<file path="config.mk">
export PLATFORM = sky130hd
export DESIGN_NAME = plpr_regs
export DESIGN_NICKNAME = d
export VERILOG_FILES = /design/src/logic/plpr_pkg.sv /design/src/logic/plpr_sleep_fsm.sv /design/src/logic/plpr_regs.sv
export SDC_FILE = /design/constraint.sdc
export NUM_CORES = 1
export LEC_CHECK = 0
export BUFFER_PORTS_ARGS = -buffer_cell sky130_fd_sc_hd__buf_2
export CORE_MARGIN = 4
export CORE_UTILIZATION = 55
export DETAILED_ROUTE_END_ITERATION = 12
export PLACE_DENSITY = 0.86
export SYNTH_ARGS = -nofsm -noshare
export SYNTH_HDL_FRONTEND = slang
export SYNTH_HIERARCHICAL = 1
export SYNTH_SLANG_ARGS = --single-unit
</file>
<file path="constraint.sdc">
create_clock -name clk_i -period 2.7 [get_ports clk_i]
set_input_delay 0.27 -clock clk_i [delete_from_list [all_inputs] [get_ports clk_i]]
set_output_delay 0.27 -clock clk_i [all_outputs]
set_load 0.02 [all_outputs]
</file>
<file path="src/logic/plpr_pkg.sv">
// Package: register map, field positions, reset values and timing for the loopback/power-down registers
package plpr_pkg;
	// Register addresses
	localparam logic [4:0] ADDR_LOOP = 5'h13;
	localparam logic [4:0] ADDR_ERRS = 5'h14;
	localparam logic [4:0] ADDR_SLEEP = 5'h15;
	// Loopback register fields
	localparam int LB_ALLDIG_POS = 12;
	localparam int LB_LDRV_POS = 10;
	localparam int LB_FAR_POS = 9;
	localparam int LB_QUIET_POS = 8;
	localparam int LB_CABLE_POS = 7;
	localparam int LB_MUTE_POS = 6;
	localparam int LB_LINK_POS = 0;
	localparam int LB_SPARE_HI_POS = 13;
	localparam logic [15:0] LOOP_RESET = 16'h1041;
	// Writable bits: [15:13] reserved r/w, 12,10,9,8,7,6,0
	localparam logic [15:0] LOOP_WMASK = 16'hf7c1;
	// Sleep register fields
	localparam int SL_EN_POS = 3;
	localparam int SL_PULSE_POS = 2;
	localparam int SL_FLAG_POS = 1;
	localparam int SL_SPARE_POS = 0;
	localparam logic [15:0] SLEEP_RESET = 16'h0000;
	localparam logic [15:0] ERRS_RESET = 16'h0000;
	// Timing, in ms; cycles at 100 MHz
	localparam int CLK_MHZ = 100;
	localparam int IDLE_MS = 1000;
	localparam int PULSE_MS = 1000;
	localparam int IDLE_CYC = IDLE_MS * CLK_MHZ * 1000;
	localparam int PULSE_CYC = PULSE_MS * CLK_MHZ * 1000;
	localparam int BURST_CYC = 16;

	typedef struct packed {
		logic all_digital_loop_select;
		logic line_driver_loop_select;
		logic far_end_loop_enable;
		logic mac_receive_quiet;
		logic cable_loop_enable;
		logic loop_transmit_mute;
		logic loop_link_good_force;
	} plpr_loop_s;

	typedef struct packed {
		logic idle_line_sleep_enable;
		logic sleep_pulse_send_enable;
	} plpr_sleep_s;
endpackage : plpr_pkg

</file>
<file path="src/logic/plpr_sleep_fsm.sv">
// Energy-detect power-down sequencer with periodic wake pulses
`timescale 1ns/10ps
module plpr_sleep_fsm #(
	parameter int IDLE_CYCLES = plpr_pkg::IDLE_CYC,
	parameter int PULSE_CYCLES = plpr_pkg::PULSE_CYC
) (
	// Clock and reset
	input wire logic clk_i,
	input wire logic resetn_i,
	// Control and line status
	input wire plpr_pkg::plpr_sleep_s cfg_i,
	input wire logic energy_i,
	// State
	output logic asleep_o,
	output logic pulse_o
);
	typedef enum logic [1:0] {
		ST_AWAKE = 2'b00,
		ST_SLEEP = 2'b01,
		ST_BURST = 2'b10
	} plpr_sl_e;

	plpr_sl_e st_q, st_d;
	logic [31:0] cnt_q, cnt_d;

	always_comb begin
		st_d = st_q;
		cnt_d = cnt_q + 32'h1;
		case (st_q)
			ST_AWAKE: begin
				if (energy_i || !cfg_i.idle_line_sleep_enable) begin
					cnt_d = 32'h0;
				end else if (cnt_q >= 32'(IDLE_CYCLES - 1)) begin
					st_d = ST_SLEEP;
					cnt_d = 32'h0;
				end
			end
			ST_SLEEP: begin
				if (energy_i || !cfg_i.idle_line_sleep_enable) begin
					st_d = ST_AWAKE;
					cnt_d = 32'h0;
				end else if (cfg_i.sleep_pulse_send_enable && cnt_q >= 32'(PULSE_CYCLES - 1)) begin
					st_d = ST_BURST;
					cnt_d = 32'h0;
				end
			end
			ST_BURST: begin
				if (energy_i || !cfg_i.idle_line_sleep_enable) begin
					st_d = ST_AWAKE;
					cnt_d = 32'h0;
				end else if (cnt_q >= 32'(plpr_pkg::BURST_CYC - 1)) begin
					st_d = ST_SLEEP;
					cnt_d = 32'h0;
				end
			end
			default: begin
				st_d = ST_AWAKE;
				cnt_d = 32'h0;
			end
		endcase
	end

	always_ff @(posedge clk_i or negedge resetn_i) begin
		if (!resetn_i) begin
			st_q <= ST_AWAKE;
			cnt_q <= 32'h0;
		end else begin
			st_q <= st_d;
			cnt_q <= cnt_d;
		end
	end

	// Wake bursts still count as power-down for the status flag
	assign asleep_o = (st_q != ST_AWAKE);
	assign pulse_o = (st_q == ST_BURST);
endmodule : plpr_sleep_fsm

</file>
<file path="src/logic/plpr_regs.sv">
// Loopback control, frame-check error tally and energy power-down registers
`timescale 1ns/10ps
////////////////////////////////////////////////////////////////////////////////
// Behaviour
// - Digital loopback returns MAC transmit data
// - Line-driver select enters line loopback
// - Far-end enable echoes remote data back
// - Quiet bit blanks MAC receive during loopback
// - Cable loop stops echo cancelling own signal
// - Mute blanks line transmit in digital loopback
// - Force link good during MII loopback
// - Loopback register resets to 0x1041
// - Sixteen-bit frame checker error tally
// - Reading tally returns value then clears
// - Idle line with enable enters power-down
// - Sleep pulses sent periodically when enabled
// - Status bit shows power-down state
// - Sleep enables reset from strap pins
module plpr_regs #(
	parameter int IDLE_CYCLES = plpr_pkg::IDLE_CYC,
	parameter int PULSE_CYCLES = plpr_pkg::PULSE_CYC
) (
	// Clock and reset
	input wire logic clk_i,
	input wire logic resetn_i,
	// Management register port (decoded MDIO frames)
	input wire logic reg_rd_i,
	input wire logic reg_wr_i,
	input wire logic [4:0] reg_addr_i,
	input wire logic [15:0] reg_wdata_i,
	output logic [15:0] reg_rdata_o,
	// Straps and core status
	input wire plpr_pkg::plpr_sleep_s strap_i,
	input wire logic loopback_bit_i,
	input wire logic link_up_i,
	input wire logic frame_err_i,
	input wire logic energy_i,
	// Loopback datapath steering
	output plpr_pkg::plpr_loop_s loop_cfg_o,
	output logic digital_loop_o,
	output logic line_driver_loop_o,
	output logic far_end_loop_o,
	output logic cable_loop_o,
	output logic mac_rx_block_o,
	output logic line_tx_block_o,
	output logic link_good_force_o,
	// Power-down
	output logic sleep_state_flag_o,
	output logic wake_pulse_o
);
	////////////////////////////////////////////////////////////////////////////////
	logic [15:0] loop_q, loop_d;
	logic [15:0] tally_q, tally_d;
	logic [1:0] sleep_q, sleep_d;
	logic spare_q, spare_d;
	logic strap_done_q, strap_done_d;
	logic [15:0] rdata_d;
	plpr_pkg::plpr_loop_s cfg;
	logic asleep, pulse, lb_active;
	logic dig_d, ld_d, far_d, cab_d, rxb_d, txb_d, lnk_d;

	function automatic logic hit(input logic [4:0] a, input logic [4:0] r);
		return a == r;
	endfunction : hit

	always_comb begin
		cfg.all_digital_loop_select = loop_q[plpr_pkg::LB_ALLDIG_POS];
		cfg.line_driver_loop_select = loop_q[plpr_pkg::LB_LDRV_POS];
		cfg.far_end_loop_enable = loop_q[plpr_pkg::LB_FAR_POS];
		cfg.mac_receive_quiet = loop_q[plpr_pkg::LB_QUIET_POS];
		cfg.cable_loop_enable = loop_q[plpr_pkg::LB_CABLE_POS];
		cfg.loop_transmit_mute = loop_q[plpr_pkg::LB_MUTE_POS];
		cfg.loop_link_good_force = loop_q[plpr_pkg::LB_LINK_POS];
	end

	plpr_sleep_fsm #(
		.IDLE_CYCLES(IDLE_CYCLES),
		.PULSE_CYCLES(PULSE_CYCLES)
	) u_sleep (
		.clk_i(clk_i),
		.resetn_i(resetn_i),
		.cfg_i({sleep_q[1], sleep_q[0]}),
		.energy_i(energy_i),
		.asleep_o(asleep),
		.pulse_o(pulse)
	);

	////////////////////////////////////////////////////////////////////////////////
	// Register next values
	always_comb begin
		loop_d = loop_q;
		tally_d = tally_q;
		sleep_d = sleep_q;
		spare_d = spare_q;
		strap_done_d = 1'b1;
		// Straps sampled on the first clock after reset release, not inside the reset branch
		if (!strap_done_q) begin
			sleep_d = {strap_i.idle_line_sleep_enable, strap_i.sleep_pulse_send_enable};
		end
		if (reg_wr_i && hit(reg_addr_i, plpr_pkg::ADDR_LOOP)) begin
			loop_d = reg_wdata_i & plpr_pkg::LOOP_WMASK;
		end
		if (reg_wr_i && hit(reg_addr_i, plpr_pkg::ADDR_SLEEP)) begin
			sleep_d = {reg_wdata_i[plpr_pkg::SL_EN_POS], reg_wdata_i[plpr_pkg::SL_PULSE_POS]};
			spare_d = reg_wdata_i[plpr_pkg::SL_SPARE_POS];
		end
		// Clear on read; an error in the same cycle survives as a count of one
		if (reg_rd_i && hit(reg_addr_i, plpr_pkg::ADDR_ERRS)) begin
			tally_d = {15'h0, frame_err_i};
		end else if (frame_err_i && tally_q != 16'hffff) begin
			tally_d = tally_q + 16'h1;
		end
	end

	always_comb begin
		rdata_d = 16'h0;
		if (hit(reg_addr_i, plpr_pkg::ADDR_LOOP)) begin
			rdata_d = loop_q;
		end else if (hit(reg_addr_i, plpr_pkg::ADDR_ERRS)) begin
			rdata_d = tally_q;
		end else if (hit(reg_addr_i, plpr_pkg::ADDR_SLEEP)) begin
			rdata_d[plpr_pkg::SL_EN_POS] = sleep_q[1];
			rdata_d[plpr_pkg::SL_PULSE_POS] = sleep_q[0];
			rdata_d[plpr_pkg::SL_FLAG_POS] = asleep;
			rdata_d[plpr_pkg::SL_SPARE_POS] = spare_q;
		end
		if (!reg_rd_i) begin
			rdata_d = reg_rdata_o;
		end
	end

	////////////////////////////////////////////////////////////////////////////////
	// Loopback steering
	always_comb begin
		lb_active = loopback_bit_i || (cfg.far_end_loop_enable && link_up_i) || cfg.cable_loop_enable;
		dig_d = cfg.all_digital_loop_select && loopback_bit_i;
		ld_d = cfg.line_driver_loop_select && loopback_bit_i;
		far_d = cfg.far_end_loop_enable && link_up_i;
		// Cable loop only when software left the loopback bit clear
		cab_d = cfg.cable_loop_enable && !loopback_bit_i;
		rxb_d = cfg.mac_receive_quiet && lb_active;
		txb_d = cfg.loop_transmit_mute && dig_d;
		lnk_d = cfg.loop_link_good_force && loopback_bit_i;
	end

	always_ff @(posedge clk_i or negedge resetn_i) begin
		if (!resetn_i) begin
			loop_q <= plpr_pkg::LOOP_RESET;
			tally_q <= plpr_pkg::ERRS_RESET;
			sleep_q <= plpr_pkg::SLEEP_RESET[plpr_pkg::SL_PULSE_POS +: 2];
			spare_q <= 1'b0;
			strap_done_q <= 1'b0;
			reg_rdata_o <= 16'h0;
			loop_cfg_o <= '0;
			digital_loop_o <= 1'b0;
			line_driver_loop_o <= 1'b0;
			far_end_loop_o <= 1'b0;
			cable_loop_o <= 1'b0;
			mac_rx_block_o <= 1'b0;
			line_tx_block_o <= 1'b0;
			link_good_force_o <= 1'b0;
			sleep_state_flag_o <= 1'b0;
			wake_pulse_o <= 1'b0;
		end else begin
			loop_q <= loop_d;
			tally_q <= tally_d;
			sleep_q <= sleep_d;
			spare_q <= spare_d;
			strap_done_q <= strap_done_d;
			reg_rdata_o <= rdata_d;
			loop_cfg_o <= cfg;
			digital_loop_o <= dig_d;
			line_driver_loop_o <= ld_d;
			far_end_loop_o <= far_d;
			cable_loop_o <= cab_d;
			mac_rx_block_o <= rxb_d;
			line_tx_block_o <= txb_d;
			link_good_force_o <= lnk_d;
			sleep_state_flag_o <= asleep;
			wake_pulse_o <= pulse;
		end
	end
endmodule : plpr_regs

</file>
==> impl_metrics.py <==
metrics = {
    "layout": {
        "layout.nets": 515,
        "drive_gt1_frac": 0.242,
        "final_common_cell": "dfrtp_1",
        "area_growth_syn_to_layout_pct": 13.8,
        "antenna_cells": 0,
        "final_cell_mix": "93 x dfrtp_1, 57 x buf_2, 53 x nor2_1",
    },
    "cts": {
        "cts_buffers": 9,
        "clock_latency_ps": 360,
        "numClockSinks": 96,
        "post_cts_buffers": 0,
        "clk_pin_slew_worst_paths_ps": 100,
        "htreeDepth": 3,
        "clockRootBuffer": "clkbuf_8",
        "cts_tree": "done",
        "cts_buffer_depth": 2,
    },
    "worst_setup_path": {
        "critPathMaxFanout": 32,
        "r2r_start": "u_sleep/cnt_q[29]",
        "cp_cell_sequence": "or4_4 > or3_4 > nor4_2 > o41a_4 > nor2_1",
        "critPathLaunch": "u_sleep/cnt_q[29]",
        "crit_path_start_kind": "register",
        "critPathSlowestCell": "or4_4",
        "critical_path_class": "reg2reg",
        "crit_family": "simple AND/OR/NAND/NOR gates",
        "required_ps": 2920,
        "worstPathArrival_ps": 2560,
        "cp-end-kind": "register",
        "crit_buf_inv": 0,
        "critPathMaxStageDelay_ps": 540,
    },
    "die": {
        "io_pins": 63,
        "start_util": 0.575,
        "die-area_um2": 9720,
        "die_y_um": 98.6,
        "die_x_um": 98.6,
        "fp-row-count": 32,
        "core_area_um2": 7850,
    },
    "pwr": {
        "switching_share": 0.269,
        "pwr-share-seq": 0.543,
        "total_power_uw": 3100,
        "clkPwrFrac": 0.344,
        "intPower_uw": 2260,
        "power_density_nw_per_um2": 603,
        "irDropWorstVdd_v": 0.000326,
        "p_comb_frac": 0.114,
        "switchingPower_uw": 834,
        "cellLeakagePower_uw": 0.00224,
    },
    "synth": {
        "synth_top_area_share": 0.516,
        "netlist_area_um2": 4510,
        "netlist-cell-type-count": 61,
        "ys_seq_area_frac": 0.533,
        "synth_top_family_by_area": "simple AND/OR/NAND/NOR gates",
        "synth_fa_ha_area_frac": 0.00554,
        "syn-num-nets": 456,
        "syn_inst": 423,
        "synth_edf_count": 0,
        "synth-seq-cells": 96,
        "synthFlopType": "dfrtp_1",
        "synth_area_per_cell_um2": 10.7,
        "async_flop_share": 1.00,
        "yosys_warnings": 6,
        "synthXorXnorAreaFrac": 0.0602,
        "synthSimpleGateAreaFrac": 0.235,
        "yosys-top-cells-area": "dfrtp_1 52%, nor2_1 4.4%, xor2_1 3.9%, mux2_2 3.7%, nand4_1 2.6%",
        "synth_compound_area_frac": 0.102,
        "synth_mux_area_frac": 0.0396,
        "synth_top_area_cell": "dfrtp_1",
    },
    "timing": {
        "clock.fmax_mhz": 428,
        "drv_slew": 0,
        "hold_viol": 0,
        "maxSlewHeadroom": 0.524,
        "fin_skew_ps": 12.5,
        "rsz0062_at_grt": "no",
        "holdWs_ps": 142,
        "fin_tns_setup_ps": 0,
        "setup_viol": 0,
        "timing.final.crit_share": 0.865,
        "fin_crit_ps": 2330,
        "tightest_slew_ps": 713,
    },
    "grt": {
        "grt_usage": 0.217,
        "grt_pass1_wl_mm": 17.3,
        "grt-ovfl-total": 0,
        "grt_max_degree": 50,
        "antenna_found_initial": 0,
        "grt_pass1_vias": 3528,
    },
    "route": {
        "via_count": 3649,
        "wl_mm": 10.2,
        "drcViolationCount": 0,
        "drtIter0Drc": 273,
        "viasPerCell": 6.20,
        "postRouteAntennaNets": 0,
        "first_pass_iters": 7,
        "wl_per_cell_um": 17.2,
    },
    "place": {
        "gp_congestion": 0.892,
        "dp_hpwl_mm": 7.00,
        "io_buffer_count": 58,
    },
    "outcome": {
        "status": "finished, final reports clean",
    },
    "worst_hold_path": {
        "holdCritPathClass": "in2reg",
        "hp-start": "reg_wdata_i[15]",
    },
    "job": {
        "maxCapViolations": 0,
    },
}
[path summary, 6_finish.rpt]
| kind | to | slack (ps) | cells past startpoint |
|---|---|---|---|
| max | u_sleep/cnt_q[14] | 370 | 5 |
| min | loop_q[15] | 140 | 2 |
| max reg2reg | u_sleep/cnt_q[14] | 370 | 5 |
| min reg2reg | loop_cfg_o[0] | 430 | 0 |
| max in group asynchronous | loop_q[0] | 1520 | 3 |
| min in group asynchronous | u_sleep/cnt_q[5] | 460 | 2 |
[cells by family after synthesis]
| family | Yosys count |
|---|---|
| adder cells (fa/ha/maj) | 2 |
| buffers and inverters | 22 |
| multiplexers | 16 |
| flip-flops | 96 |
| other | 1 |
| AO/OA/AOI/OAI | 65 |
| XOR/XNOR | 31 |
| AND/OR/NAND/NOR | 190 |
[power by group through the flow]
stage | registers, uW | logic (uW) | clock network (uW)
floorplan | 1730 | 167 | 0
CTS | 1680 | 359 | 1070
global route | 1700 | 393 | 1150
finish | 1680 | 353 | 1060
global placement | 1700 | 341 | 0
detailed placement | 1700 | 354 | 0
[Yosys cell counts (2+ instances only)]
master,count
nand4b_1,2
nor3_1,9
nor4bb_1,2
ha_1,2
o31ai_1,4
xnor2_1,11
dfstp_2,3
o41ai_1,2
clkbuf_1,11
dfrtp_1,93
nor4_1,9
buf_6,3
xor2_1,20
nand3_1,17
o21ai_0,7
inv_1,6
a31o_2,3
or4_1,7
and3_1,8
a21oi_1,21
nor2_1,53
buf_2,2
a22oi_1,12
nand4_1,19
o21ai_1,2
mux2_2,15
nand2_1,19
and2_1,10
nor2_2,4
nor2b_1,9
or2_2,3
or3_1,6
[layout make-up]
cell class	count	area [um2]
fill	588	2710
tap	102	128
clock inverter	6	90.1
sequential	96	2410
multi-input combinational	305	2000
inverter	6	22.5
clock buffer	10	138
timing repair buffer	64	353
[metrics by stage]
stage	cells	utilization	setup WS (ps)	area (um2)
after floorplan	423	-	590	4510
after global placement	572	0.624	428	4900
after detailed placement	572	0.624	350	4900
after CTS	589	0.654	362	5140
after global routing	589	0.654	210	5140
final	589	0.654	366	5140
[routing by layer]
| metal | up-vias | global-route usage | share of wire |
|---|---|---|---|
| met3 | 22 | 0.0340 | 0.070 |
| met5 | - | 0 | 0 |
| met4 | 0 | 0.0746 | 0.019 |
| li1 | 1646 | - | - |
| met2 | 186 | 0.342 | 0.48 |
| met1 | 1795 | 0.309 | 0.43 |
[repair_timing]
action | 4_1_cts | 5_1_grt
hold buffers | 1 | 0
resized for setup | 0 | 0
hold endpoints to repair | 47 | 0
[flip-flops by register name, summed over array words and instances, names as in the netlist, 2 cells and up]
signal         cells
u_sleep/st_q       2
loop_q            10
sleep_q            2
u_sleep/cnt_q     32
loop_cfg_o         7
tally_q           16
reg_rdata_o       16
[worst reg2reg max path: cells and delay by family, from the launching register on]
family,cells,cell delay (ps)
AO/OA/AOI/OAI,1,410
flip-flops,1,410
AND/OR/NAND/NOR,4,1390
Power figures use the tool's default switching activity.
